==> config.mk <==
export PLATFORM = sky130hd
export DESIGN_NAME = mabd_core
export DESIGN_NICKNAME = d
export VERILOG_FILES = /design/src/pkg/mabd_pkg.sv /design/src/rtl/mabd_core.sv /design/src/rtl/mabd_dmem.sv
export VERILOG_INCLUDE_DIRS = /design/src /design/src/pkg
export SDC_FILE = /design/constraint.sdc
export NUM_CORES = 2
export LEC_CHECK = 0
export ABC_AREA = 1
export BUFFER_PORTS_ARGS = -buffer_cell sky130_fd_sc_hd__buf_2
export CAP_MARGIN = 20
export CORE_UTILIZATION = 40
export CTS_CLUSTER_SIZE = 40
export DETAILED_ROUTE_END_ITERATION = 7
export PLACE_DENSITY = 0.56
export RECOVER_POWER = 100
export SETUP_SLACK_MARGIN = 0.2
export SLEW_MARGIN = 30
export SYNTH_ARGS = -nofsm -noshare
export SYNTH_HDL_FRONTEND = slang
export SYNTH_SLANG_ARGS = --single-unit
==> constraint.sdc <==
create_clock -name i_clock -period 31.6 [get_ports i_clock]
set_clock_uncertainty 0.05 [all_clocks]
set_input_delay 9.48 -clock i_clock [delete_from_list [all_inputs] [get_ports i_clock]]
set_output_delay 9.48 -clock i_clock [all_outputs]
set_load 0.05 [all_outputs]
==> src/pkg/mabd_params.svh <==
// Constants for the 8-bit ALU, branch and control instruction sequencer.
// Assumes inclusion by mabd_core; defines only macros.
//
// Functional notes
// - Add, and, compare, subtract pair accumulator with memory or immediate.
// - Clear, decrement and increment may target any data-space location.
// - Complement, rotate-through-carry, shift-left act on accumulator only.
// - Short jumps branch on carry or zero set or clear, else fall through.
// - Short jumps are one byte, two cycles, span -15..+16, flags kept.
// - Bit-test branches are three bytes, five cycles, span -126..+129.
// - Bit-test branch copies tested bit into carry always, zero kept.
// - Three opcode bits select the bit used by bit test and set/reset.
// - Bit set/reset force one bit of any byte, two bytes, four cycles.
// - With watchdog option the stop opcode enters wait mode instead.
// - ALU ops take four cycles with listed zero/carry effects.
// - Lengths: indirect/inherent one, direct/immediate two, exceptions.
// - Nop, return, interrupt return, stop, wait: one byte, two cycles.
// - Indirect forms take the address from location 80h or 81h.
// - Short jump opcode holds test code, direction bit and four-bit span.
`ifndef MABD_PARAMS_SVH
`define MABD_PARAMS_SVH

// Data-space locations
`define MABD_PTR_X_LOC   8'h80
`define MABD_PTR_Y_LOC   8'h81
`define MABD_SHORT_BASE  6'h20
`define MABD_ACC_LOC     8'hFF

// Opcode low-nibble groups
`define MABD_LN_BTB      4'h3
`define MABD_LN_BSR      4'hB
`define MABD_LN3_IND     3'h7
`define MABD_LN_SD       4'h5
`define MABD_LN_DIR      4'h9
`define MABD_LN_INH      4'hD

// Short jump test codes
`define MABD_TST_NZ      3'h0
`define MABD_TST_NC      3'h2
`define MABD_TST_Z       3'h4
`define MABD_TST_C       3'h6

// Inherent high-nibble codes
`define MABD_INH_NOP     4'h0
`define MABD_INH_RET     4'h1
`define MABD_INH_INTERRUPT_RETURN    4'h2
`define MABD_INH_STOP    4'h3
`define MABD_INH_WAIT    4'h4
`define MABD_INH_COM     4'h5
`define MABD_INH_RLC     4'h6
`define MABD_INH_SLA     4'h7
`define MABD_INH_CLRA    4'h8
`define MABD_INH_CLRR    4'h9

// Cycle counts and byte lengths
`define MABD_CYC_CTRL    3'h2
`define MABD_CYC_ALU     3'h4
`define MABD_CYC_BTB     3'h5
`define MABD_LEN1        2'h1
`define MABD_LEN2        2'h2
`define MABD_LEN3        2'h3

`endif

==> src/pkg/mabd_pkg.sv <==
// Types shared by the instruction sequencer, its checker and its bench.
// Assumes mabd_params.svh sits on the include path.
`default_nettype none
package mabd_pkg;
  typedef enum logic [1:0] {
    MABD_RUN  = 2'b01,
    MABD_HALT = 2'b10
  } mabd_state_e;

  typedef enum logic [3:0] {
    MABD_CL_NOP, MABD_CL_JR, MABD_CL_BTB, MABD_CL_BSR, MABD_CL_ALU,
    MABD_CL_RET, MABD_CL_INTERRUPT_RETURN, MABD_CL_STOP, MABD_CL_WAIT
  } mabd_class_e;

  typedef enum logic [3:0] {
    MABD_OP_ADD, MABD_OP_AND, MABD_OP_CP, MABD_OP_SUB, MABD_OP_INC,
    MABD_OP_DEC, MABD_OP_CLR, MABD_OP_CLRA, MABD_OP_COM, MABD_OP_RLC,
    MABD_OP_SLA, MABD_OP_NONE
  } mabd_alu_e;

  typedef enum logic [2:0] {
    MABD_M_INH, MABD_M_IND, MABD_M_DIR, MABD_M_IMM, MABD_M_SD
  } mabd_mode_e;

  typedef struct packed {
    logic zero;
    logic carry;
  } mabd_flags_s;

  typedef struct packed {
    mabd_class_e cls;
    mabd_alu_e   alu;
    mabd_mode_e  mode;
    logic [1:0]  len;
    logic [2:0]  cycles;
    logic        upd_z;
    logic        upd_c;
  } mabd_dec_s;
endpackage : mabd_pkg
`default_nettype wire

==> src/rtl/mabd_core.sv <==
// Sequencer for the arithmetic/logic, branch, bit and control groups.
// Assumes program memory answers o_prog_addr in the same cycle and that
// the stack and mode controllers outside act on the return/mode outputs.
`default_nettype none
`include "mabd_params.svh"
module mabd_core
  import mabd_pkg::*;
(
  // Clock and reset
  input  wire logic        i_clock,
  input  wire logic        i_srst,
  // Program space
  input  wire logic [7:0]  i_prog_data,
  output logic      [11:0] o_prog_addr,
  output logic      [11:0] o_pc,
  // Stack and mode control
  input  wire logic [11:0] i_return_addr,
  input  wire mabd_flags_s i_saved_flags,
  input  wire logic        i_watchdog_opt,
  input  wire logic        i_wake,
  output logic             o_ret,
  output logic             o_interrupt_return,
  output logic             o_stop_mode,
  output logic             o_wait_mode,
  // Core state
  output logic      [7:0]  o_acc,
  output mabd_flags_s      o_flags,
  output logic             o_instr_done
);
  mabd_state_e state_r, state_nxt;
  logic [11:0] pc_r, pc_nxt, fetch_r, fetch_nxt;
  logic [2:0]  cyc_r, cyc_nxt;
  logic [7:0]  op_r, op_nxt, b2_r, b2_nxt, b3_r, b3_nxt;
  logic [7:0]  addr_r, addr_nxt, acc_r, acc_nxt;
  mabd_flags_s flags_r, flags_nxt;
  logic done_r, done_nxt, ret_r, ret_nxt, interrupt_return_r, interrupt_return_nxt;
  logic stop_r, stop_nxt, wait_r, wait_nxt;
  logic [7:0]  rd_addr, rd_data, wr_data, opnd, res;
  logic        wr_en, cout;
  logic [7:0]  op;
  mabd_dec_s   dec;
  logic        last;

  function automatic mabd_alu_e alu_sel(input logic [2:0] code);
    case (code)
      3'h0:    return MABD_OP_ADD;
      3'h1:    return MABD_OP_AND;
      3'h2:    return MABD_OP_CP;
      3'h3:    return MABD_OP_SUB;
      3'h4:    return MABD_OP_INC;
      3'h5:    return MABD_OP_DEC;
      default: return MABD_OP_NONE;
    endcase
  endfunction : alu_sel

  function automatic mabd_dec_s decode(input logic [7:0] o);
    mabd_dec_s d;
    d = '{MABD_CL_NOP, MABD_OP_NONE, MABD_M_INH, `MABD_LEN1,
          `MABD_CYC_CTRL, 1'b0, 1'b0};
    if (!o[0]) begin
      d.cls = MABD_CL_JR;
    end else if (o[3:0] == `MABD_LN_BTB) begin
      d.cls = MABD_CL_BTB;
      d.mode = MABD_M_DIR;
      d.len = `MABD_LEN3;
      d.cycles = `MABD_CYC_BTB;
      d.upd_c = 1'b1;
    end else if (o[3:0] == `MABD_LN_BSR) begin
      d.cls = MABD_CL_BSR;
      d.mode = MABD_M_DIR;
      d.len = `MABD_LEN2;
      d.cycles = `MABD_CYC_ALU;
    end else if (o[2:0] == `MABD_LN3_IND) begin
      d.alu = alu_sel(o[7:5]);
      d.mode = o[4] ? MABD_M_IMM : MABD_M_IND;
      d.len = o[4] ? `MABD_LEN2 : `MABD_LEN1;
      if (o[4] && o[7]) begin
        d.alu = MABD_OP_NONE;
      end
    end else if (o[3:0] == `MABD_LN_SD && !o[4]) begin
      d.alu = o[5] ? MABD_OP_DEC : MABD_OP_INC;
      d.mode = MABD_M_SD;
    end else if (o[3:0] == `MABD_LN_DIR) begin
      d.alu = alu_sel(o[7:5]);
      d.mode = MABD_M_DIR;
      d.len = `MABD_LEN2;
    end else if (o[3:0] == `MABD_LN_INH) begin
      case (o[7:4])
        `MABD_INH_RET:  d.cls = MABD_CL_RET;
        `MABD_INH_INTERRUPT_RETURN: d.cls = MABD_CL_INTERRUPT_RETURN;
        `MABD_INH_STOP: d.cls = MABD_CL_STOP;
        `MABD_INH_WAIT: d.cls = MABD_CL_WAIT;
        `MABD_INH_COM:  d.alu = MABD_OP_COM;
        `MABD_INH_RLC:  d.alu = MABD_OP_RLC;
        `MABD_INH_SLA: begin
          d.alu = MABD_OP_SLA;
          d.len = `MABD_LEN2;
        end
        `MABD_INH_CLRA: begin
          d.alu = MABD_OP_CLRA;
          d.len = `MABD_LEN2;
        end
        `MABD_INH_CLRR: begin
          d.alu = MABD_OP_CLR;
          d.mode = MABD_M_DIR;
          d.len = `MABD_LEN3;
        end
        default: d.cls = MABD_CL_NOP;
      endcase
    end
    if (d.alu != MABD_OP_NONE) begin
      d.cls = MABD_CL_ALU;
      d.cycles = `MABD_CYC_ALU;
      d.upd_z = (d.alu != MABD_OP_CLR);
      d.upd_c = !(d.alu inside {MABD_OP_CLR, MABD_OP_INC, MABD_OP_DEC});
    end
    return d;
  endfunction : decode

  assign op   = (cyc_r == 3'h0) ? i_prog_data : op_r;
  assign dec  = decode(op);
  assign last = (cyc_r == dec.cycles - 3'h1) && (state_r == MABD_RUN);

  // Pointer fetch first, then the byte it points at
  always_comb begin
    if (cyc_r == 3'h1) begin
      if (dec.mode == MABD_M_IND) begin
        rd_addr = op[3] ? `MABD_PTR_Y_LOC : `MABD_PTR_X_LOC;
      end else if (dec.mode == MABD_M_SD) begin
        rd_addr = {`MABD_SHORT_BASE, op[7:6]};
      end else begin
        rd_addr = i_prog_data;
      end
    end else if (cyc_r == 3'h2 && dec.mode == MABD_M_IND) begin
      rd_addr = rd_data;
    end else begin
      rd_addr = addr_r;
    end
  end

  // The accumulator is also visible as a data-space location
  always_comb begin
    if (dec.mode == MABD_M_IMM) begin
      opnd = b2_r;
    end else if (addr_r == `MABD_ACC_LOC) begin
      opnd = acc_r;
    end else begin
      opnd = rd_data;
    end
    cout = flags_r.carry;
    res = acc_r;
    case (dec.alu)
      MABD_OP_ADD:  {cout, res} = {1'b0, acc_r} + {1'b0, opnd};
      MABD_OP_AND: begin
        res = acc_r & opnd;
        cout = 1'b0;
      end
      MABD_OP_CP,
      MABD_OP_SUB:  {cout, res} = {1'b0, acc_r} - {1'b0, opnd};
      MABD_OP_INC:  res = opnd + 8'h01;
      MABD_OP_DEC:  res = opnd - 8'h01;
      MABD_OP_CLR,
      MABD_OP_CLRA: begin
        res = 8'h00;
        cout = 1'b0;
      end
      MABD_OP_COM: begin
        res = ~acc_r;
        cout = acc_r[7];
      end
      MABD_OP_RLC:  {cout, res} = {acc_r, flags_r.carry};
      MABD_OP_SLA:  {cout, res} = {acc_r, 1'b0};
      default:      res = acc_r;
    endcase
  end

  always_comb begin
    state_nxt = state_r;
    pc_nxt    = pc_r;
    fetch_nxt = fetch_r;
    cyc_nxt   = cyc_r;
    op_nxt    = op_r;
    b2_nxt    = b2_r;
    b3_nxt    = b3_r;
    addr_nxt  = addr_r;
    acc_nxt   = acc_r;
    flags_nxt = flags_r;
    done_nxt  = 1'b0;
    ret_nxt   = 1'b0;
    interrupt_return_nxt  = 1'b0;
    stop_nxt  = stop_r;
    wait_nxt  = wait_r;
    wr_en     = 1'b0;
    wr_data   = res;
    case (state_r)
      MABD_HALT: begin
        if (i_wake) begin
          state_nxt = MABD_RUN;
          stop_nxt  = 1'b0;
          wait_nxt  = 1'b0;
        end
      end
      default: begin
        cyc_nxt = cyc_r + 3'h1;
        if (cyc_r < 3'h2) begin
          fetch_nxt = fetch_r + 12'h001;
        end
        if (cyc_r == 3'h0) begin
          op_nxt = i_prog_data;
        end
        if (cyc_r == 3'h1) begin
          b2_nxt = i_prog_data;
          addr_nxt = rd_addr;
        end
        if (cyc_r == 3'h2) begin
          b3_nxt = i_prog_data;
          if (dec.mode == MABD_M_IND) begin
            addr_nxt = rd_data;
          end
        end
        if (last) begin
          cyc_nxt  = 3'h0;
          done_nxt = 1'b1;
          pc_nxt   = pc_r + {10'h000, dec.len};
          case (dec.cls)
            MABD_CL_JR: begin
              if ((op[2:0] == `MABD_TST_C  &&  flags_r.carry) ||
                  (op[2:0] == `MABD_TST_NC && !flags_r.carry) ||
                  (op[2:0] == `MABD_TST_Z  &&  flags_r.zero)  ||
                  (op[2:0] == `MABD_TST_NZ && !flags_r.zero)) begin
                pc_nxt = op[3] ? pc_r - {8'h00, op[7:4]}
                               : pc_r + {8'h00, op[7:4]} + 12'h001;
              end
            end
            MABD_CL_BTB: begin
              flags_nxt.carry = opnd[op[7:5]];
              if (opnd[op[7:5]] == op[4]) begin
                pc_nxt = pc_r + 12'h002 + {{4{b3_r[7]}}, b3_r};
              end
            end
            MABD_CL_BSR: begin
              wr_data = opnd;
              wr_data[op[7:5]] = op[4];
              wr_en = 1'b1;
            end
            MABD_CL_ALU: begin
              if (dec.upd_z) begin
                flags_nxt.zero = (res == 8'h00);
              end
              if (dec.upd_c) begin
                flags_nxt.carry = cout;
              end
              if (dec.alu inside {MABD_OP_INC, MABD_OP_DEC, MABD_OP_CLR}) begin
                wr_en = 1'b1;
              end else if (dec.alu != MABD_OP_CP) begin
                acc_nxt = res;
              end
            end
            MABD_CL_RET: begin
              pc_nxt  = i_return_addr;
              ret_nxt = 1'b1;
            end
            MABD_CL_INTERRUPT_RETURN: begin
              pc_nxt    = i_return_addr;
              flags_nxt = i_saved_flags;
              interrupt_return_nxt  = 1'b1;
            end
            MABD_CL_STOP,
            MABD_CL_WAIT: begin
              state_nxt = MABD_HALT;
              if (dec.cls == MABD_CL_STOP && !i_watchdog_opt) begin
                stop_nxt = 1'b1;
              end else begin
                wait_nxt = 1'b1;
              end
            end
            default: pc_nxt = pc_r + {10'h000, dec.len};
          endcase
          fetch_nxt = pc_nxt;
          // Writes aimed at the accumulator location land in the register
          if (wr_en && addr_r == `MABD_ACC_LOC) begin
            acc_nxt = wr_data;
            wr_en = 1'b0;
          end
        end
      end
    endcase
  end

  always_ff @(posedge i_clock) begin
    if (i_srst) begin
      state_r <= MABD_RUN;
      pc_r    <= 12'h000;
      fetch_r <= 12'h000;
      cyc_r   <= 3'h0;
      op_r    <= 8'h00;
      b2_r    <= 8'h00;
      b3_r    <= 8'h00;
      addr_r  <= 8'h00;
      acc_r   <= 8'h00;
      flags_r <= '0;
      done_r  <= 1'b0;
      ret_r   <= 1'b0;
      interrupt_return_r  <= 1'b0;
      stop_r  <= 1'b0;
      wait_r  <= 1'b0;
    end else begin
      state_r <= state_nxt;
      pc_r    <= pc_nxt;
      fetch_r <= fetch_nxt;
      cyc_r   <= cyc_nxt;
      op_r    <= op_nxt;
      b2_r    <= b2_nxt;
      b3_r    <= b3_nxt;
      addr_r  <= addr_nxt;
      acc_r   <= acc_nxt;
      flags_r <= flags_nxt;
      done_r  <= done_nxt;
      ret_r   <= ret_nxt;
      interrupt_return_r  <= interrupt_return_nxt;
      stop_r  <= stop_nxt;
      wait_r  <= wait_nxt;
    end
  end

  mabd_dmem #(
    .AW (8),
    .DW (8)
  ) u_dmem (
    .i_clock   (i_clock),
    .i_srst    (i_srst),
    .i_wr_en   (wr_en),
    .i_wr_addr (addr_r),
    .i_wr_data (wr_data),
    .i_rd_addr (rd_addr),
    .o_rd_data (rd_data)
  );

  assign o_prog_addr  = fetch_r;
  assign o_pc         = pc_r;
  assign o_acc        = acc_r;
  assign o_flags      = flags_r;
  assign o_instr_done = done_r;
  assign o_ret        = ret_r;
  assign o_interrupt_return       = interrupt_return_r;
  assign o_stop_mode  = stop_r;
  assign o_wait_mode  = wait_r;
endmodule : mabd_core
`default_nettype wire

==> src/rtl/mabd_dmem.sv <==
// 256-byte data space store with one write and one registered read port.
// Assumes a single clock; write and read of one address in one cycle
// returns the old byte.
`default_nettype none
module mabd_dmem #(
  parameter int AW = 8,
  parameter int DW = 8
) (
  // Clock and reset
  input  wire logic          i_clock,
  input  wire logic          i_srst,
  // Write port
  input  wire logic          i_wr_en,
  input  wire logic [AW-1:0] i_wr_addr,
  input  wire logic [DW-1:0] i_wr_data,
  // Read port
  input  wire logic [AW-1:0] i_rd_addr,
  output logic      [DW-1:0] o_rd_data
);
  logic [DW-1:0] mem [2**AW];
  logic [DW-1:0] rd_data_r;

  always_ff @(posedge i_clock) begin
    if (i_wr_en) begin
      mem[i_wr_addr] <= i_wr_data;
    end
  end

  always_ff @(posedge i_clock) begin
    if (i_srst) begin
      rd_data_r <= '0;
    end else begin
      rd_data_r <= mem[i_rd_addr];
    end
  end

  assign o_rd_data = rd_data_r;
endmodule : mabd_dmem
`default_nettype wire
Yosys cells after proc, flatten, opt, wreduce, memory -nomap -nowiden
Memory sizes are Yosys's and may differ from the RTL's. A register that Yosys moved wholly into a read port is not among the register bits.
Cells that the tools add are included.
{"block": "totals", "in_bits": 26, "ramBits": 2048, "wordCells": 240, "output_inout_bits": 39, "register_bits": 76, "memories": 1}
{"name": "u_dmem.mem", "words": 256, "word_bits": 8, "rd": 1, "rd_ports_with_merged_regs": 1, "wr": 1, "line_no": "mabd_dmem.sv:20", "source": "logic [DW-1:0] mem [2**AW];"}
{"block": "classes", "eq_ne": 60, "magnitude_cmp": 3, "bitwise_logic": 4, "n_addsub": 13, "n_mux": 91, "n_reduce_logical": 52}
{"operator": "$mux W8", "n": 18}
{"operator": "$mux W12", "n": 6}
{"operator": "$pmux W8 S9", "n": 1}
{"operator": "$eq A4 B3 Y1 const B", "n": 13}
{"operator": "$mux W4", "n": 10}
{"operator": "$eq A4 B4 Y1 const B", "n": 9}
{"operator": "$pmux W12 S3", "n": 1}
{"operator": "$eq A4 B2 Y1 const B", "n": 7}
{"operator": "$mux W1", "n": 28}
{"operator": "$add A12 B1 Y12 const B", "n": 2}
{"operator": "$pmux W4 S6", "n": 1}
{"operator": "$pmux W4 S5", "n": 1}
{"operator": "$eq A3 B3 Y1 const B", "n": 6}
{"operator": "$mux W9", "n": 2}
{"operator": "$mux W2", "n": 8}
{"operator": "$pmux W4 S4", "n": 1}
{"operator": "$eq A3 B2 Y1 const B", "n": 5}
{"operator": "$reduce_bool A2 Y1", "n": 7}
{"operator": "$mux W13", "n": 1}
{"operator": "$add A12 B12 Y12", "n": 1}
{"operator": "$add A12 B2 Y12", "n": 1}
{"operator": "$add A12 B2 Y12 const B", "n": 1}
{"operator": "$add A12 B4 Y12", "n": 1}
{"operator": "$eq A4 B1 Y1 const B", "n": 3}
{"operator": "other kinds (48)", "n": 89}

Logic depth before layout (Yosys ltp)
{"block": "depth", "ltp_word": 27, "ltp_mapped": 33, "depth_no_buf": 32}

By module
From an unflattened synthesis, not the netlist that was laid out.
{"block": "hier_totals", "cells_unflattened": 8399, "area_unflattened_um2": 92118.3}
{"module": "mabd_dmem", "n_inst": 1, "area_each_um2": 83467.6, "cells_each": 7020}
{"module": "mabd_core", "n_inst": 1, "area_each_um2": 8650.8, "cells_each": 1379}

Worst setup path before layout
OpenSTA, ideal clock, no wires.
{"block": "synth_path", "path_type": "in2reg", "start": "input port i_prog_data[1]", "end": "memory u_dmem.mem[0][6], data pin", "setup_slack_ps": 6890, "arrival_time_ps": 22473, "t_required_ps": 29363, "stages": 26, "setup_ps": 2187, "path_cell_list": "inv_1 nand3_1 nand2_1 nand2_2 nor2_2 nand3_1 nor2_1 nor3_1 nor2_2 nand2_1 nor2_1 ha_1 nand2_1 inv_1 o21a_1 nor2_1 nor2_1 o21ai_0 nand2_1 xor2_1 nand2_1 o31ai_1 nor2_1 nand3_1 inv_1 o21ai_0"}
{"block": "synth_between", "elab_chain_len": 16, "elab_cells_between_ends": 56, "cone_classes": "5 x add/sub; 20 x eq/ne; 25 x mux; 1 x bitwise; 5 x reduce/logical"}
{"element": "start, declared", "line_no": "mabd_core.sv:13", "source": "input wire logic [7:0] i_prog_data,"}
{"element": "$mux W8 (*)"}
{"element": "$eq A4 B4 Y1 (no line)"}
{"element": "$mux W13", "line_no": "mabd_core.sv:87", "source": "end else if (o[3:0] == `MABD_LN_INH) begin"}
{"element": "$mux W9", "line_no": "mabd_core.sv:83", "source": "end else if (o[3:0] == `MABD_LN_DIR) begin"}
{"element": "$mux W7", "line_no": "mabd_core.sv:80", "source": "end else if (o[3:0] == `MABD_LN_SD && !o[4]) begin"}
{"element": "$mux W9", "line_no": "mabd_core.sv:73", "source": "end else if (o[2:0] == `MABD_LN3_IND) begin"}
{"element": "$mux W5 / $mux W4 (equally long branches)", "line_no": "mabd_core.sv:68", "source": "end else if (o[3:0] == `MABD_LN_BSR) begin"}
{"element": "$mux W8 / $mux W4 (equally long branches)", "line_no": "mabd_core.sv:62", "source": "end else if (o[3:0] == `MABD_LN_BTB) begin"}
{"element": "$mux W12", "line_no": "mabd_core.sv:60", "source": "if (!o[0]) begin"}
{"element": "$eq A3 B2 Y1 / $ne A4 B4 Y1 (equally long branches)", "line_no": "mabd_core.sv:143, mabd_core.sv:111"}
{"element": "$mux W8 / $mux W5 (equally long branches)", "line_no": "mabd_core.sv:143, mabd_core.sv:111"}
{"element": "$sub A8 B1 Y8 (tied with other cells)", "line_no": "mabd_core.sv:161", "source": "MABD_OP_DEC: res = opnd - 8'h01;"}
{"element": "$pmux W8 S9 / $eq A3 B3 Y1 (equally long branches)", "line_no": "mabd_core.sv:152, mabd_core.sv:122"}
{"element": "$mux W8 / $logic_and A1 B1 Y1 (equally long branches)", "line_no": "mabd_core.sv:225, mabd_core.sv:122"}
{"element": "$mux W8", "line_no": "mabd_core.sv:221", "source": "if (last) begin"}
{"element": "$mux W8 (*)", "line_no": "mabd_core.sv:195", "source": "case (state_r)"}
{"element": "via u_dmem.i_wr_data[6]", "line_no": "mabd_dmem.sv:15", "source": "input wire logic [DW-1:0] i_wr_data,"}
{"element": "end, declared", "line_no": "mabd_dmem.sv:20"}
Mark *: on every way through the listed nets, which the timed path passes. The rest lies on a longest branch.

Worst setup path after layout
{"block": "layout_path", "start": "input port i_prog_data[3]", "end": "memory u_dmem.mem[171][5], data pin"}
The elaborated chain is that of the path after synthesis.

==> flow_summary.ini <==
[outcome]
outcome = complete, but fails checks
violations = max-capacitance violations, max-slew violations

[worst_setup_path]
reg2reg_to = u_dmem.mem[171][5]
path_cells = clkbuf_1 > nand3_1 > nand2_1 > inv_1 > nor2_1 > nand2_1 > inv_1 > nand2_1 > nand2_1 > nand2_1 > nand3_1 > nor3_1 > nand2_1 > ha_1 > xor2_1 > a211oi_1 > o21ai_0 > a21oi_2 > clkbuf_1 > nand3_1 > o21ai_0 > clkbuf_1 > clkbuf_1 > clkbuf_1
cp_common_cell = nand2_1
slowest_stage = clkbuf_1
critPathMaxStageDelay_ns = 4.62
regToRegSetupSlack_ns = 15.31
reg2reg_from = cyc_r[1]
worst-r2r-cell-count = 26
critPathKind = in -> reg
worstPathArrival_ns = 23.30
startpoint_type = input pin
cp_max_fo = 119
critical_path_required_ns = 31.23
end_kind = flop

[pwr]
p_int_uw = 6710
p_sw_share_pct = 42.9
clock_power_share_pct = 22.0
leakage_uw = 0.0354
power_density_nw_per_um2 = 117
seqPwrFrac_pct = 36.2
pwr-share-comb_pct = 41.8
p_sw_uw = 5050
peakVddDrop_mv = 0.153

[sta]
finalHoldViolCount = 0
min_period_ns = 23.67
slew_headroom_pct = -341
finalCritPeriodShare_pct = 74.9
rsz0062_at_grt = no
worstMarginPinSlew_ns = 6.61
setup_viol = 0
fmax_mhz = 42.2
slew_viol_final = 1986
finalSetupTns_ns = 0
setup_slack_ns = 7.93

[routing]
routed-wl-met3_um = 19400
highest_layer = met5
wl_per_cell_um = 23.7
drt_wl_total_um = 268000
wl_met1_um = 115000
firstDrtPassIters = 8
vias_per_cell = 5.57
drt_iter0_drc = 6858
wl_met2_um = 126000
route.detailed.drc = 0
via_count = 63000
ant_nets = 0

[floorplanning]
core_um2 = 226000
ios = 65
die_area_um2 = 230000
die_w_um = 480
initial_utilization_pct = 40.4
die_h_um = 480
fp-row-count = 174

[placement]
preCtsSetupSlack_ns = 14.17
dp_hpwl_um = 152000
place_congestion = 0.971
placed_cells = 10900
portBuffers = 64

[clock_tree]
cts_setup_buffers = 0
cts_hold_buf = 0
cts-root-buf = clkbuf_16
cts_tree = done
clk_pin_slew_ns = 0.06
h-tree-depth = 4
worstSkewPairLatency_ns = 0.88
cts.sinks = 2132
cts_buffer_depth = 3
ctsResizeCount = 0
cts_inserted_buffers = 217

[logic_synthesis]
syn_inst = 8235
yosysWarnings = 0
seq_area_frac_synth_pct = 69.2
synth_edf_count = 2048
async_reset_ff_share_pct = 0
synth_ff_type = edfxtp_1
synthDistinctLibCells = 55
syn_area_um2 = 91200
syn_avg_cell_area_um2 = 11.1
ys_ff_latch = 2132

[layout]
final_layout_size_suffix_gt1_share_pct = 5.83
ff_latch_area_um2 = 63200
synthToLayoutAreaGrowth_pct = 10.5
fillers = 20800
multi_input_area_um2 = 24800
largest_register_ff_count = 2048
top_register = u_dmem.mem
nNetsFinal = 8213
final_cells = 11300

[min_path]
hold_end = state_r[1]
hold_path_depth = 2
hp-start = state_r[1]
hp-class = reg -> reg

[global_routing]
grt_pass1_wl_um = 398000
grt_pass1_vias = 59700
grt_util_all_layers_pct = 23.0
antenna_found_initial = 3
grt_max_degree = 182
grt-ovfl-total = 0

[flow_run]
maxCapViolCount = 34
[cell usage after synthesis, types with 16 or more instances]
cell	n	share of area (%)
nand2_1	2366	9.7
nand3_1	2066	11
edfxtp_1	2048	67
nor2_1	417	1.7
buf_2	238	1.3
inv_1	187	0.77
clkbuf_1	137	0.56
o21ai_0	121	0.66
a21oi_1	103	0.56
dfxtp_1	84	1.8
buf_4	77	0.63
ha_1	60	0.82
buf_1	45	0.19
o211ai_1	32	0.26
xor2_1	25	0.24
nand4_1	20	0.14
buf_6	19	0.23
nor3_1	18	0.099
o22ai_1	18	0.12
o21ai_1	16	0.088
[placed cells by master (no fill, tap or decap), types with 21 or more instances in the layout]
master,instances
clkbuf_1,119
ha_1,60
clkinv_2,39
buf_2,24
xor2_1,25
o21ai_0,117
clkbuf_16,217
clkinv_1,46
a21oi_1,103
nand2_2,24
inv_1,186
buf_4,62
bufinv_16,24
nor3_1,21
dfxtp_1,84
o211ai_1,32
nor2_1,419
nand4_1,21
nand3_1,2066
nand2_1,2354
edfxtp_1,2048
[metrics by stage]
step / instance area, um^2 / hold WS [ns] / power (uW) / util, %
after floorplan: 91300 / 0.384 / 7750 / -
after global placement: 93800 / 0.406 / 9050 / 41.5
after detailed placement: 93900 / 0.407 / 9100 / 41.6
after CTS: 101000 / 0.414 / 11700 / 44.7
after global routing: 101000 / 0.465 / 12300 / 44.6
final: 101000 / 0.418 / 11800 / 44.6
[worst max-delay path: cells and delay by family]
family	cells	cell delay, ns
buffers and inverters	7	10.34
XOR/XNOR	1	0.14
AND/OR/NAND/NOR	11	1.97
adder cells (fa/ha/maj)	1	0.24
AO/OA/AOI/OAI	4	0.76
[kinds of logic (layout without fill, tap and decap cells)]
group           after synthesis  count (layout)  synth area share (%)
fa+ha+maj                    66              66                 0.954
simple gates               4935            4935                  23.5
flops                      2132            2132                  69.2
other cells                   1              14               0.00411
xor+xnor                     40              40                 0.384
compound gates              347             347                  2.19
buf+inv                     714             776                  3.74
[power by group through the flow]
| stage | sequential (uW) | clock [uW] | combinational [uW] |
|---|---|---|---|
| final | 4260 | 2580 | 4910 |
| after global routing | 4270 | 2730 | 5320 |
| after CTS | 4120 | 2620 | 4930 |
| after detailed placement | 4180 | 0 | 4920 |
| after global placement | 4190 | 0 | 4870 |
| after floorplan | 4820 | 0 | 2940 |
[layout make-up]
| type | instances | share of cell area [%] |
|---|---|---|
| diodes | 6 | 0.0149 |
| repair buffers | 176 | 1.12 |
| well taps | 2992 | 3.71 |
| multi-input cells | 5396 | 24.6 |
| inverters | 198 | 0.750 |
| clock inverters | 135 | 1.46 |
| clock buffers | 267 | 5.63 |
| flip-flops and latches | 2132 | 62.7 |
[per-layer routing]
layer  track usage [%]  vias up
met5                 0        -
met4              7.24        2
met3              3.43      380
met2              36.5     2390
met1              32.4    31400
li1                  -    28800
[worst max path at each step]
| stage | from | endpoint | slack (ns) | cells past startpoint |
|---|---|---|---|---|
| after floorplan | i_prog_data[1] | u_dmem.mem[0][6] | 6.89 | 26 |
| final | i_prog_data[3] | u_dmem.mem[171][5] | 7.93 | 24 |
| after global placement | i_prog_data[3] | u_dmem.mem[160][6] | 14.14 | 32 |
| after detailed placement | i_prog_data[3] | u_dmem.mem[161][6] | 14.17 | 32 |
| after global routing | i_prog_data[3] | u_dmem.mem[171][5] | 7.19 | 24 |
| after CTS | i_prog_data[3] | u_dmem.mem[161][6] | 15.07 | 32 |
Power figures use the tool's default switching activity.
